==> src/shared/sei_pkg.sv <==
package sei_pkg;

	// ------------------------------------------------------------------
	// Register map, byte addresses on the bus
	// ------------------------------------------------------------------
	localparam logic [7:0] ADDR_POSITION = 8'h00;
	localparam logic [7:0] ADDR_LINES = 8'h04;
	localparam logic [7:0] ADDR_CONTROL = 8'h08;
	localparam logic [7:0] ADDR_SCALE = 8'h0c;
	localparam logic [7:0] ADDR_SPEED = 8'h10;
	localparam logic [7:0] ADDR_FRZ_POS2 = 8'h14;
	localparam logic [7:0] ADDR_FRZ_POS1 = 8'h18;
	localparam logic [7:0] ADDR_STATUS = 8'h1c;

	// ------------------------------------------------------------------
	// Control and status fields
	// ------------------------------------------------------------------
	localparam int CTRL_INPUT_TYPE = 0;
	localparam int CTRL_OUT_SOURCE = 1;
	localparam int CTRL_OUT_MODE = 2;
	localparam int CTRL_ENC_TERM_DIS = 3;
	localparam int CTRL_FRZ_ENABLE = 4;
	localparam int CTRL_FRZ_TERM_DIS = 5;
	localparam int STAT_MARKER_SEEN = 0;
	localparam int STAT_FROZEN = 1;

	// ------------------------------------------------------------------
	// Reset values and limits
	// ------------------------------------------------------------------
	localparam logic [14:0] LINES_RESET = 15'h0400;
	localparam logic [15:0] LINES_MAX = 16'h4000;
	localparam logic [5:0] CTRL_RESET = 6'h00;
	localparam logic [3:0] SCALE_RESET = 4'h0;
	localparam logic [39:0] RPM_LIMIT = 40'h0000007530;

	// ------------------------------------------------------------------
	// Timing
	// ------------------------------------------------------------------
	localparam int CLK_HZ = 50_000_000;
	localparam int SPEED_WINDOW_MS = 10;
	localparam int SPEED_WINDOW_CYCLES = CLK_HZ / 1000 * SPEED_WINDOW_MS;
	localparam int RPM_FACTOR = 60 * 1000 / SPEED_WINDOW_MS;

	// ------------------------------------------------------------------
	// Step codes and decoding
	// ------------------------------------------------------------------
	localparam logic [1:0] STEP_NONE = 2'h0;
	localparam logic [1:0] STEP_UP = 2'h2;
	localparam logic [1:0] STEP_DOWN = 2'h3;

	typedef logic [1:0] sei_step_t;

	// A leading B counts up; a change on both channels at once is dropped.
	function automatic sei_step_t seiQuadStep(input logic [1:0] prevAb, input logic [1:0] curAb);
		unique case ({prevAb, curAb})
			4'h2, 4'hb, 4'hd, 4'h4: seiQuadStep = STEP_UP;
			4'h1, 4'h7, 4'he, 4'h8: seiQuadStep = STEP_DOWN;
			default: seiQuadStep = STEP_NONE;
		endcase
	endfunction

endpackage
==> src/rtl/sei_divider.sv <==
`timescale 1ns/1ps
module sei_divider
	import sei_pkg::*;
#(
	parameter int DW = 40,
	parameter int VW = 17
) (
	input wire logic sys_clk,
	input wire logic rst,
	input wire logic start,
	input wire logic [DW-1:0] dividend,
	input wire logic [VW-1:0] divisor,
	output logic done,
	output logic [DW-1:0] quotient
);
	localparam int CW = $clog2(DW + 1);

	typedef struct packed {
		logic [DW-1:0] quo;
		logic [VW-1:0] rem;
		logic [VW-1:0] div;
		logic [CW-1:0] cnt;
		logic busy;
		logic done;
	} sei_div_s;

	sei_div_s r_q;
	sei_div_s r_d;

	// ------------------------------------------------------------------
	// Restoring division, one quotient bit per clock
	// ------------------------------------------------------------------
	always_comb begin
		logic [VW:0] shifted;
		logic bitOut;
		shifted = {r_q.rem, r_q.quo[DW-1]};
		bitOut = 1'b0;
		r_d = r_q;
		r_d.done = 1'b0;
		if (start) begin
			// The divisor is captured so that a register write cannot upset a running job.
			r_d.quo = dividend;
			r_d.rem = '0;
			r_d.div = divisor;
			r_d.cnt = CW'(DW);
			r_d.busy = 1'b1;
		end else if (r_q.busy) begin
			if (shifted >= {1'b0, r_q.div}) begin
				bitOut = 1'b1;
				r_d.rem = VW'(shifted - {1'b0, r_q.div});
			end else begin
				r_d.rem = VW'(shifted);
			end
			r_d.quo = {r_q.quo[DW-2:0], bitOut};
			r_d.cnt = r_q.cnt - 1'b1;
			if (r_q.cnt == CW'(1)) begin
				r_d.busy = 1'b0;
				r_d.done = 1'b1;
			end
		end
	end

	always_ff @(posedge sys_clk) begin
		if (rst) begin
			r_q <= '0;
		end else begin
			r_q <= r_d;
		end
	end

	assign done = r_q.done;
	assign quotient = r_q.quo;

endmodule // sei_divider

==> src/rtl/sei_encoder_two.sv <==
// The register offsets and the Wishbone slave port were decided locally.
`timescale 1ns/1ps
module sei_encoder_two
	import sei_pkg::*;
#(
	parameter int WINDOW_CYCLES = SPEED_WINDOW_CYCLES
) (
	input wire logic sys_clk,
	input wire logic rst,
	input wire logic wb_cyc_i,
	input wire logic wb_stb_i,
	input wire logic wb_we_i,
	input wire logic [7:0] wb_adr_i,
	input wire logic [3:0] wb_sel_i,
	input wire logic [31:0] wb_dat_i,
	output logic [31:0] wb_dat_o,
	output logic wb_ack_o,
	input wire logic enc2APin,
	input wire logic enc2BPin,
	input wire logic enc2ZPin,
	input wire logic enc1APin,
	input wire logic enc1BPin,
	input wire logic enc1ZPin,
	input wire logic freezePinIn,
	output logic freezePinOut,
	output logic freezePinOe,
	output logic simOutputChannelOne,
	output logic simOutputChannelTwo,
	output logic encTermOn,
	output logic freezeTermOn
);

	// ------------------------------------------------------------------
	// State
	// ------------------------------------------------------------------
	typedef enum logic [1:0] {JOB_IDLE, JOB_POS, JOB_SPD} sei_job_e;

	typedef struct packed {
		logic [2:0] enc2S1;
		logic [2:0] enc2S2;
		logic [2:0] enc2Prev;
		logic [2:0] enc1S1;
		logic [2:0] enc1S2;
		logic [2:0] enc1Prev;
		logic frzS1;
		logic frzS2;
		logic frzPrev;
		logic [14:0] lines;
		logic [5:0] ctrl;
		logic [3:0] scale;
		logic [16:0] count;
		logic markerSeen;
		logic [13:0] position;
		logic signed [15:0] speed;
		logic [13:0] frzPos2;
		logic [15:0] frzPos1;
		logic [15:0] enc1Count;
		logic frozen;
		logic [23:0] winCnt;
		logic signed [23:0] winEdges;
		logic signed [23:0] speedEdges;
		logic speedPending;
		logic speedNeg;
		sei_job_e job;
		logic divStart;
		logic [39:0] divDividend;
		logic [16:0] divDivisor;
		logic [19:0] srcCount;
		logic outDir;
		logic simOne;
		logic simTwo;
		logic markerOut;
		logic frzOe;
		logic encTermOn;
		logic frzTermOn;
		logic ack;
		logic [31:0] rdData;
	} sei_state_s;

	sei_state_s r_q;
	sei_state_s r_d;

	logic divDone;
	logic [39:0] divQuo;
	logic fdMode;
	logic [16:0] cprNow;
	sei_step_t enc2Step;
	sei_step_t enc1Step;
	sei_step_t srcStep;
	logic markerRise;
	logic freezeRise;
	logic busReq;
	logic [19:0] scaled;

	// Counts per revolution: four edges per line in quadrature, one in F and D.
	function automatic logic [16:0] cprOf(input logic [14:0] lines, input logic fd);
		cprOf = fd ? {2'h0, lines} : {lines, 2'h0};
	endfunction

	function automatic logic [31:0] laneMerge(input logic [31:0] old, input logic [31:0] wdat,
		input logic [3:0] sel);
		for (int i = 0; i < 4; i++) begin
			laneMerge[i*8 +: 8] = sel[i] ? wdat[i*8 +: 8] : old[i*8 +: 8];
		end
	endfunction

	function automatic logic signed [23:0] stepDelta(input sei_step_t step);
		stepDelta = !step[1] ? 24'sh000000 : (step[0] ? -24'sh000001 : 24'sh000001);
	endfunction

	// ------------------------------------------------------------------
	// Decoding
	// ------------------------------------------------------------------
	assign fdMode = r_q.ctrl[CTRL_INPUT_TYPE];
	assign cprNow = cprOf(r_q.lines, fdMode);
	// In F and D mode a rising frequency edge counts, the direction line gives the sign.
	assign enc2Step = fdMode ? ((r_q.enc2S2[2] & ~r_q.enc2Prev[2]) ?
		(r_q.enc2S2[1] ? STEP_UP : STEP_DOWN) : STEP_NONE) :
		seiQuadStep(r_q.enc2Prev[2:1], r_q.enc2S2[2:1]);
	assign enc1Step = seiQuadStep(r_q.enc1Prev[2:1], r_q.enc1S2[2:1]);
	assign srcStep = r_q.ctrl[CTRL_OUT_SOURCE] ? enc1Step : enc2Step;
	assign markerRise = r_q.enc2S2[0] & ~r_q.enc2Prev[0];
	assign freezeRise = r_q.frzS2 & ~r_q.frzPrev & r_q.ctrl[CTRL_FRZ_ENABLE];
	assign busReq = wb_cyc_i & wb_stb_i & ~r_q.ack;
	assign scaled = r_q.srcCount >> r_q.scale;

	sei_divider #(
		.DW(40),
		.VW(17)
	) u_div (
		.sys_clk(sys_clk),
		.rst(rst),
		.start(r_q.divStart),
		.dividend(r_q.divDividend),
		.divisor(r_q.divDivisor),
		.done(divDone),
		.quotient(divQuo)
	);

	// ------------------------------------------------------------------
	// Next state
	// ------------------------------------------------------------------
	always_comb begin
		logic [31:0] merged;
		logic [23:0] absEdges;
		logic [39:0] mag;
		merged = '0;
		absEdges = '0;
		mag = '0;
		r_d = r_q;
		r_d.divStart = 1'b0;

		// Pins pass two flip-flops before anything reads them.
		r_d.enc2S1 = {enc2APin, enc2BPin, enc2ZPin};
		r_d.enc2S2 = r_q.enc2S1;
		r_d.enc2Prev = r_q.enc2S2;
		r_d.enc1S1 = {enc1APin, enc1BPin, enc1ZPin};
		r_d.enc1S2 = r_q.enc1S1;
		r_d.enc1Prev = r_q.enc1S2;
		r_d.frzS1 = freezePinIn;
		r_d.frzS2 = r_q.frzS1;
		r_d.frzPrev = r_q.frzS2;

		// Revolution count, kept below the counts per revolution.
		if (r_q.count >= cprNow) begin
			r_d.count = '0;
		end else if (enc2Step == STEP_UP) begin
			r_d.count = (r_q.count == cprNow - 17'h1) ? 17'h0 : r_q.count + 17'h1;
		end else if (enc2Step == STEP_DOWN) begin
			r_d.count = (r_q.count == 17'h0) ? cprNow - 17'h1 : r_q.count - 17'h1;
		end
		if (markerRise) begin
			r_d.count = '0;
			r_d.markerSeen = 1'b1;
		end

		// Main encoder count, for the freeze latch.
		if (enc1Step[1]) begin
			r_d.enc1Count = enc1Step[0] ? r_q.enc1Count - 16'h1 : r_q.enc1Count + 16'h1;
		end

		// One shared divider serves position and speed in turn.
		unique case (r_q.job)
			JOB_IDLE: begin
				if (r_q.speedPending) begin
					r_d.speedPending = 1'b0;
					if (cprNow == 17'h0) begin
						r_d.speed = '0;
					end else begin
						absEdges = r_q.speedEdges[23] ? 24'(-r_q.speedEdges) : r_q.speedEdges;
						r_d.divDividend = 40'(absEdges) * 40'(RPM_FACTOR);
						r_d.divDivisor = cprNow;
						r_d.speedNeg = r_q.speedEdges[23];
						r_d.divStart = 1'b1;
						r_d.job = JOB_SPD;
					end
				end else if (cprNow == 17'h0) begin
					r_d.position = '0;
				end else begin
					r_d.divDividend = 40'({r_q.count, 14'h0});
					r_d.divDivisor = cprNow;
					r_d.divStart = 1'b1;
					r_d.job = JOB_POS;
				end
			end
			JOB_POS: begin
				if (divDone) begin
					r_d.position = 14'(divQuo);
					r_d.job = JOB_IDLE;
				end
			end
			JOB_SPD: begin
				if (divDone) begin
					mag = (divQuo > RPM_LIMIT) ? RPM_LIMIT : divQuo;
					r_d.speed = r_q.speedNeg ? -16'(mag) : 16'(mag);
					r_d.job = JOB_IDLE;
				end
			end
		endcase

		// Speed window; a new result overrides a clear by the sequencer above.
		if (r_q.winCnt == 24'(WINDOW_CYCLES - 1)) begin
			r_d.winCnt = '0;
			r_d.speedEdges = r_q.winEdges;
			r_d.winEdges = stepDelta(enc2Step);
			r_d.speedPending = 1'b1;
		end else begin
			r_d.winCnt = r_q.winCnt + 24'h1;
			r_d.winEdges = r_q.winEdges + stepDelta(enc2Step);
		end

		// Simulated output.
		if (srcStep[1]) begin
			r_d.srcCount = srcStep[0] ? r_q.srcCount - 20'h1 : r_q.srcCount + 20'h1;
			r_d.outDir = ~srcStep[0];
		end
		if (r_q.ctrl[CTRL_OUT_MODE]) begin
			r_d.simOne = scaled[0];
			r_d.simTwo = r_q.outDir;
		end else begin
			r_d.simOne = scaled[1];
			r_d.simTwo = scaled[1] ^ scaled[0];
		end

		// Pins and termination controls.
		r_d.markerOut = r_q.enc1S2[0];
		r_d.frzOe = ~r_q.ctrl[CTRL_FRZ_ENABLE];
		r_d.encTermOn = ~r_q.ctrl[CTRL_ENC_TERM_DIS];
		r_d.frzTermOn = ~r_q.ctrl[CTRL_FRZ_TERM_DIS];

		// Register bus, answered one cycle after the request.
		r_d.ack = busReq;
		if (busReq && wb_we_i) begin
			unique case (wb_adr_i)
				ADDR_LINES: begin
					merged = laneMerge({17'h0, r_q.lines}, wb_dat_i, wb_sel_i);
					r_d.lines = (merged[15:0] > LINES_MAX) ? LINES_MAX[14:0] : merged[14:0];
				end
				ADDR_CONTROL: begin
					merged = laneMerge({26'h0, r_q.ctrl}, wb_dat_i, wb_sel_i);
					r_d.ctrl = merged[5:0];
				end
				ADDR_SCALE: begin
					merged = laneMerge({28'h0, r_q.scale}, wb_dat_i, wb_sel_i);
					r_d.scale = merged[3:0];
				end
				ADDR_STATUS: begin
					if (wb_sel_i[0] && wb_dat_i[STAT_FROZEN]) begin
						r_d.frozen = 1'b0;
					end
				end
				default: begin
				end
			endcase
		end
		if (busReq) begin
			unique case (wb_adr_i)
				ADDR_POSITION: r_d.rdData = {18'h0, r_q.position};
				ADDR_LINES: r_d.rdData = {17'h0, r_q.lines};
				ADDR_CONTROL: r_d.rdData = {26'h0, r_q.ctrl};
				ADDR_SCALE: r_d.rdData = {28'h0, r_q.scale};
				ADDR_SPEED: r_d.rdData = 32'(r_q.speed);
				ADDR_FRZ_POS2: r_d.rdData = {18'h0, r_q.frzPos2};
				ADDR_FRZ_POS1: r_d.rdData = {16'h0, r_q.frzPos1};
				ADDR_STATUS: r_d.rdData = {30'h0, r_q.frozen, r_q.markerSeen};
				default: r_d.rdData = '0;
			endcase
		end

		// Freeze latch; setting wins over a clear in the same cycle.
		if (freezeRise) begin
			r_d.frzPos2 = r_q.position;
			r_d.frzPos1 = r_q.enc1Count;
			r_d.frozen = 1'b1;
		end
	end

	always_ff @(posedge sys_clk) begin
		if (rst) begin
			r_q <= '0;
			r_q.lines <= LINES_RESET;
			r_q.ctrl <= CTRL_RESET;
			r_q.scale <= SCALE_RESET;
			r_q.encTermOn <= 1'b1;
			r_q.frzTermOn <= 1'b1;
			r_q.frzOe <= 1'b1;
		end else begin
			r_q <= r_d;
		end
	end

	assign wb_dat_o = r_q.rdData;
	assign wb_ack_o = r_q.ack;
	assign freezePinOut = r_q.markerOut;
	assign freezePinOe = r_q.frzOe;
	assign simOutputChannelOne = r_q.simOne;
	assign simOutputChannelTwo = r_q.simTwo;
	assign encTermOn = r_q.encTermOn;
	assign freezeTermOn = r_q.frzTermOn;
endmodule // sei_encoder_two

==> config.mk <==
export PLATFORM = sky130hd
export DESIGN_NAME = sei_encoder_two
export DESIGN_NICKNAME = d
export VERILOG_FILES = /design/src/shared/sei_pkg.sv /design/src/rtl/sei_divider.sv /design/src/rtl/sei_encoder_two.sv
export SDC_FILE = /design/constraint.sdc
export NUM_CORES = 1
export LEC_CHECK = 0
export ABC_AREA = 1
export ABC_CLOCK_PERIOD_IN_PS = 7000
export BUFFER_PORTS_ARGS = -buffer_cell sky130_fd_sc_hd__buf_4
export CORE_MARGIN = 2
export CORE_UTILIZATION = 31
export CTS_CLUSTER_SIZE = 30
export DETAILED_ROUTE_END_ITERATION = 6
export SYNTH_ARGS = -nofsm -noshare
export SYNTH_HDL_FRONTEND = slang
export SYNTH_HIERARCHICAL = 1
export SYNTH_SLANG_ARGS = --single-unit
==> constraint.sdc <==
create_clock -name sys_clk -period 7 [get_ports sys_clk]
set_clock_uncertainty 0.05 [all_clocks]
set_input_delay 0.7 -clock sys_clk [delete_from_list [all_inputs] [get_ports sys_clk]]
set_output_delay 0.7 -clock sys_clk [all_outputs]
set_load 0.02 [all_outputs]
# After elaboration in Yosys (flattened, before gate mapping)
# Memories as Yosys holds them, arrays and structs flattened. A register that Yosys moved wholly into a read port is not among the register bits.
# Cells that the tools add are included.
[classes]
bitwise = 18
shifts = 1
eq_ne = 21
magnitude_cmp = 4
n_mul = 1
n_reduce_logical = 29
n_addsub = 13
n_mux = 51
[ops]
columns = ["cell", "n"]
rows = [
  ["32-bit one-hot mux with 8 select lines", 1],
  ["60-bit 2-to-1 mux", 2],
  ["57-bit 2-to-1 mux", 2],
  ["17-bit 2-to-1 mux", 6],
  ["16-bit 2-to-1 mux", 6],
  ["24-bit 2-to-1 mux", 4],
  ["61-bit 2-to-1 mux", 1],
  ["14-bit 2-to-1 mux", 3],
  ["40-bit by 15-bit > comparator with 1-bit output, second input constant", 1],
  ["17-bit logical NOT", 2],
  ["17-bit by 1-bit subtractor with 17-bit output, second input constant", 2],
  ["24-bit by 9-bit multiplier with 33-bit output, second input constant", 1],
  ["8-bit by 5-bit == test with 1-bit output, second input constant", 4],
  ["16-bit one-hot mux with 2 select lines", 1],
  ["14-bit one-hot mux with 2 select lines", 1],
  ["24-bit by 1-bit adder with 24-bit output, second input constant", 1],
  ["24-bit adder", 1],
  ["24-bit by 19-bit == test with 1-bit output, second input constant", 1],
  ["8-bit 2-to-1 mux", 3],
  ["24-bit negation", 1],
  ["20-bit by 1-bit adder with 20-bit output, second input constant", 1],
  ["20-bit 2-to-1 mux", 1],
  ["20-bit by 4-bit >> shifter with 2-bit output", 1],
  ["20-bit by 1-bit subtractor with 20-bit output, second input constant", 1],
  ["35 further kinds", 90],
]
[totals]
word_cells = 185
regBits = 414
mem_count = 2
rom_bits = 64
output_inout_bits = 39
[mem_list]
columns = ["name", "words", "width", "rd", "rd_ports_with_merged_regs", "write_ports", "line", "source"]
rows = [
  ["(name not given)", 16, 2, 1, 1, 0, "sei_pkg.sv:55", "unique case ({prevAb, curAb})"],
  ["(name not given)", 16, 2, 1, 1, 0, "sei_pkg.sv:55", ""],
]

# Depth between registers and ports, before layout
[logic_depth]
depth_word = 8
depth_mapped = 37

# By module
# Netlist, hierarchy kept.
[by_module_without_submodules]
columns = ["mod", "seq_area_each_um2", "instances", "area_each_um2", "cells_per_inst"]
rows = [
  ["sei_encoder_two", 6206.0, 1, 23960.5, 3465],
  ["sei_divider", 1641.6, 1, 5059.9, 775],
]

# Least setup slack after synthesis
# No wires, ideal clock.
[synth_path]
path_type = "register to register"
from = "register r_q[122] (netlist name)"
to = "register r_q[110] (netlist name)"
arrival_ns = 5.253
stages_incl_launch_ff = 35
n_path_buf = 0
setup_ns = 0.132
slack_ns = 1.565
path_cell_list = "dfxtp_1 > inv_1 > nand3_1 > nor2_1 > nand2_1 > nor3_2 > nand4_1 > inv_1 > nand2_1 > o21ai_2 > xnor2_1 > nand2_1 > inv_1 > nor2_1 > ha_1 > inv_1 > fa_1 > inv_1 > fa_1 > inv_1 > fa_1 > inv_1 > ha_1 > nand2_1 > inv_1 > nand2_1 > nor3_1 > nand4_1 > nand3_1 > a21o_1 > nand2_1 > nand2_1 > nand2_1 > nand3_1 > a21oi_1"
[synth_between]
elab_chain_len = 5
[synth_rtl]
columns = ["item", "line", "source"]
rows = [
  ["start, declared", "sei_encoder_two.sv:80", "sei_state_s r_q;"],
  ["start signal, assigned", "sei_encoder_two.sv:308", "r_q <= r_d;"],
  ["24-bit negation", "sei_encoder_two.sv:190", "absEdges = r_q.speedEdges[23] ? 24'(-r_q.speedEdges) : r_q.speedEdges;"],
  ["24-bit 2-to-1 mux (*)", "sei_encoder_two.sv:190", ""],
  ["24-bit by 9-bit multiplier with 33-bit output (*)", "sei_encoder_two.sv:191", "r_d.divDividend = 40'(absEdges) * 40'(RPM_FACTOR);"],
  ["61-bit 2-to-1 mux (*)", "sei_encoder_two.sv:187", "if (cprNow == 17'h0) begin"],
  ["60-bit 2-to-1 mux (*)", "sei_encoder_two.sv:185", "if (r_q.speedPending) begin"],
]
# Every way passes the cells marked *; elsewhere a longest branch is shown, timed or not. The select of a mux whose other input is x is not followed.
# A chain may end at the register's enable or synchronous reset.

# Worst setup path in the final report
[layout_path]
from = "register r_q[122] (netlist name)"
to = "register r_q[103] (netlist name)"
# The elaborated chain is that of the path after synthesis.

==> results.cfg <==
[power]
p_leak_nw = 15.3
internal_power_w = 0.00434
pwr-share-clk_pct = 42.0
ir_worst_vdd_mv = 0.211
swShare_pct = 31.4
switching_power_w = 0.00199
seq_power_share_pct = 38.0
p_per_area_mw_per_mm2 = 198
pwr-share-comb_pct = 20.0

[floorplanning]
pin_count = 95
die_area_mm2 = 0.0961
dieHeight_um = 310
coreArea_mm2 = 0.0930
initial_core_util_pct = 31.2
die_x_um = 310
row_count = 112

[timing]
post-route-period-util_pct = 90.4
setup_viol = 0
hold_viol = 0
max_freq_mhz = 158
tightest_slew_ns = 1.09
drv_slew = 0
timing.setup.tns_ns = 0
relSlewSlack_pct = 27.4
rsz0062_at_grt = no
min_period_ns = 6.33

[critical_path]
crit_required_ns = 7.42
crit_path_max_fanout = 6
reg2reg_depth = 25
criticalPathCategory = flop to flop
setup.worst_path.start_class = flop
r2r-start = r_q[122]
worstPathArrival_ns = 6.75
timing.rr.end = r_q[103]
cp-end-kind = flop
ff2ff_setup_slack_ns = 0.67

[drt]
routedWlPerCell_um = 14.2
vias_per_cell = 4.75
initialDrtViolationCount = 1859
drt_pre_antenna_iters = 6
vias = 26000
ant_nets = 0
wl_um = 77700
remaining_drc_errors = 0

[global_route]
grt_pass1_wl_um = 126000
grtUsageTotal_pct = 16.0
grt_pass1_vias = 24200
grt_overflow_total = 0
grt_max_degree = 86
antenna_found_initial = 1

[yosys]
synth_area_mm2 = 0.0290
ys_top_cells_by_area = dfxtp_1 (27%), nand2_1 (11%), inv_1 (8.9%)
synth_top_area_share_pct = 27.0
synth.avg_cell_area_um2 = 6.84
synth_seq_area_share_pct = 27.0
synth_most_common_cell = nand2_1
synthArstFlopShare_pct = 0
synth_edf_count = 0
yosys.area.top_type = dfxtp_1
yosys_warnings = 6
synth_ff_type = dfxtp_1
yosys-top-cells-count = nand2_1 (848), inv_1 (687), a21oi_1 (429), dfxtp_1 (392), nor2_1 (335)
ys_seq_elements = 392
postSynthCellCount = 4240
synth_cell_types = 68

[placed_design]
gp_congestion = 0.898
port_buffers = 76
hpwl_um = 58400
placedCellCount = 5398

[clocking]
post-cts-setup-buffers = 0
clk_pin_slew_ns = 0.06
cts_root_buf = clkbuf_16
htreeDepth = 2
clk_path_buf_depth = 3
clk_latency_ns = 0.62
clock-sinks = 392
tritoncts = yes
numCtsBuffers = 48
cts.repair.resized = 0
cts_hold_buf = 0

[finish]
final-instance-count-excl-fill = 5484
area_growth_pct = 10.2
nets = 4542
drive_gt1_share_pct = 7.09
diodes = 0
fillCellCount = 10100

[run]
maxCapViolCount = 0

[min_path]
holdPathEnd = r_d[320]
hold_start = enc1ZPin
hold_depth = 3
hold_path_class = input port to flop

[status]
outcome = complete, no violations
## metrics by stage
stage | setup WS [ns] | total power [W] | util, % | instance area [µm²] | hold WS [ns]
6_report | 0.673 | 0.00633 | 34.4 | 32000 | 0.237
5_1_grt | 0.0793 | 0.00668 | 34.4 | 32000 | 0.216
4_1_cts | 0.629 | 0.00641 | 34.4 | 32000 | 0.196
3_5_place_dp | 0.685 | 0.00371 | 32.5 | 30300 | 0.353
3_3_place_gp | 0.680 | 0.00370 | 32.5 | 30300 | 0.341
2_1_floorplan | 1.57 | 0.00344 | - | 29000 | 0.326
## cells by family (layout without fill, tap and decap cells)
logic type / after synthesis / in the layout / share of synthesized area [%]
DFF: 392 / 392 / 27.0
and+or+nand+nor: 1601 / 1601 / 23.7
other: 1 / 7 / 0.0129
adders and majority gates: 292 / 292 / 15.0
AOI/OAI and AO/OA: 904 / 904 / 17.0
buffers and inverters: 916 / 900 / 13.1
xor gates and xnor gates: 134 / 134 / 4.12
## power by group through the flow
stage	Sequential [W]	Clock [W]	Combinational (W)
6_report	0.00240	0.00266	0.00127
2_1_floorplan	0.00242	0	0.00102
5_1_grt	0.00242	0.00283	0.00144
4_1_cts	0.00240	0.00274	0.00127
3_5_place_dp	0.00245	0	0.00126
3_3_place_gp	0.00245	0	0.00125
## state kept, by name, summed over array words and instances (netlist names), 2 cells and up, named ones only
| register | flops |
|---|---|
| u_div/r_q | 41 |
| u_div/quotient | 40 |
| r_q | 267 |
| wb_dat_o | 17 |
| r_d | 14 |
| enc1Step | 2 |
## how the worst max path moves through the flow
stage          startpoint       end  slack, ns
5_1_grt          r_q[122]  r_q[111]       0.08
3_3_place_gp     r_q[122]  r_q[110]       0.68
6_report         r_q[122]  r_q[103]       0.67
4_1_cts          r_q[122]  r_q[110]       0.63
2_1_floorplan    r_q[122]  r_q[110]       1.57
3_5_place_dp     r_q[122]  r_q[111]       0.68
## worst max-delay path: stages (launching register included)
cell and delay (ns):
dfxtp_1 0.47, inv_1 0.18, ha_1 0.28, or2_2 0.34, nand2_1 0.13, xor2_1 0.43, nand2_1 0.19, inv_1 0.12
nor2_1 0.06, ha_1 0.29, inv_1 0.06, fa_1 0.52, fa_1 0.44, fa_1 0.54, inv_1 0.04, ha_1 0.34
a21oi_1 0.17, o21ai_0 0.10, buf_4 0.16, a21boi_0 0.41, inv_1 0.11, a21oi_1 0.27, o21bai_1 0.12, o21ai_0 0.16
a21o_1 0.15, a21oi_1 0.07
## area by class of cell
class                   instances  area, µm²  share of cell area (%)
flip-flops and latches        392       7850                    24.5
repair buffers                103        777                    2.43
clock buffers                  61       1340                    4.19
well taps                    1254       1570                    4.91
multi-input cells            2938      17400                    54.4
clock inverters                25        362                    1.13
inverters                     711       2670                    8.36
## metal layers
metal  vias to the layer above  GRT usage (%)  wire length, µm
met5                         -              0               13
met4                         2           5.27             2190
met3                       126           1.83             3380
met2                       514           25.9            34900
met1                     11900           22.0            37200
li1                      13500              -                -
## cells in the final DEF, fill, tap and decap left out, types with 14 or more instances in the layout
master,n
xnor2_1,41
nor3_1,52
o21ai_0,318
a31oi_1,14
nand2_1,848
clkbuf_16,48
ha_1,200
nor2_2,21
xor2_1,91
o22ai_1,20
nand3b_1,23
inv_1,686
nor2_1,331
nand3_1,212
inv_2,15
nand4_1,29
nand2_2,24
fa_1,92
buf_4,102
a211oi_1,20
a21oi_1,429
dfxtp_1,392
a22oi_1,15
(Power assumes the default switching activity.)
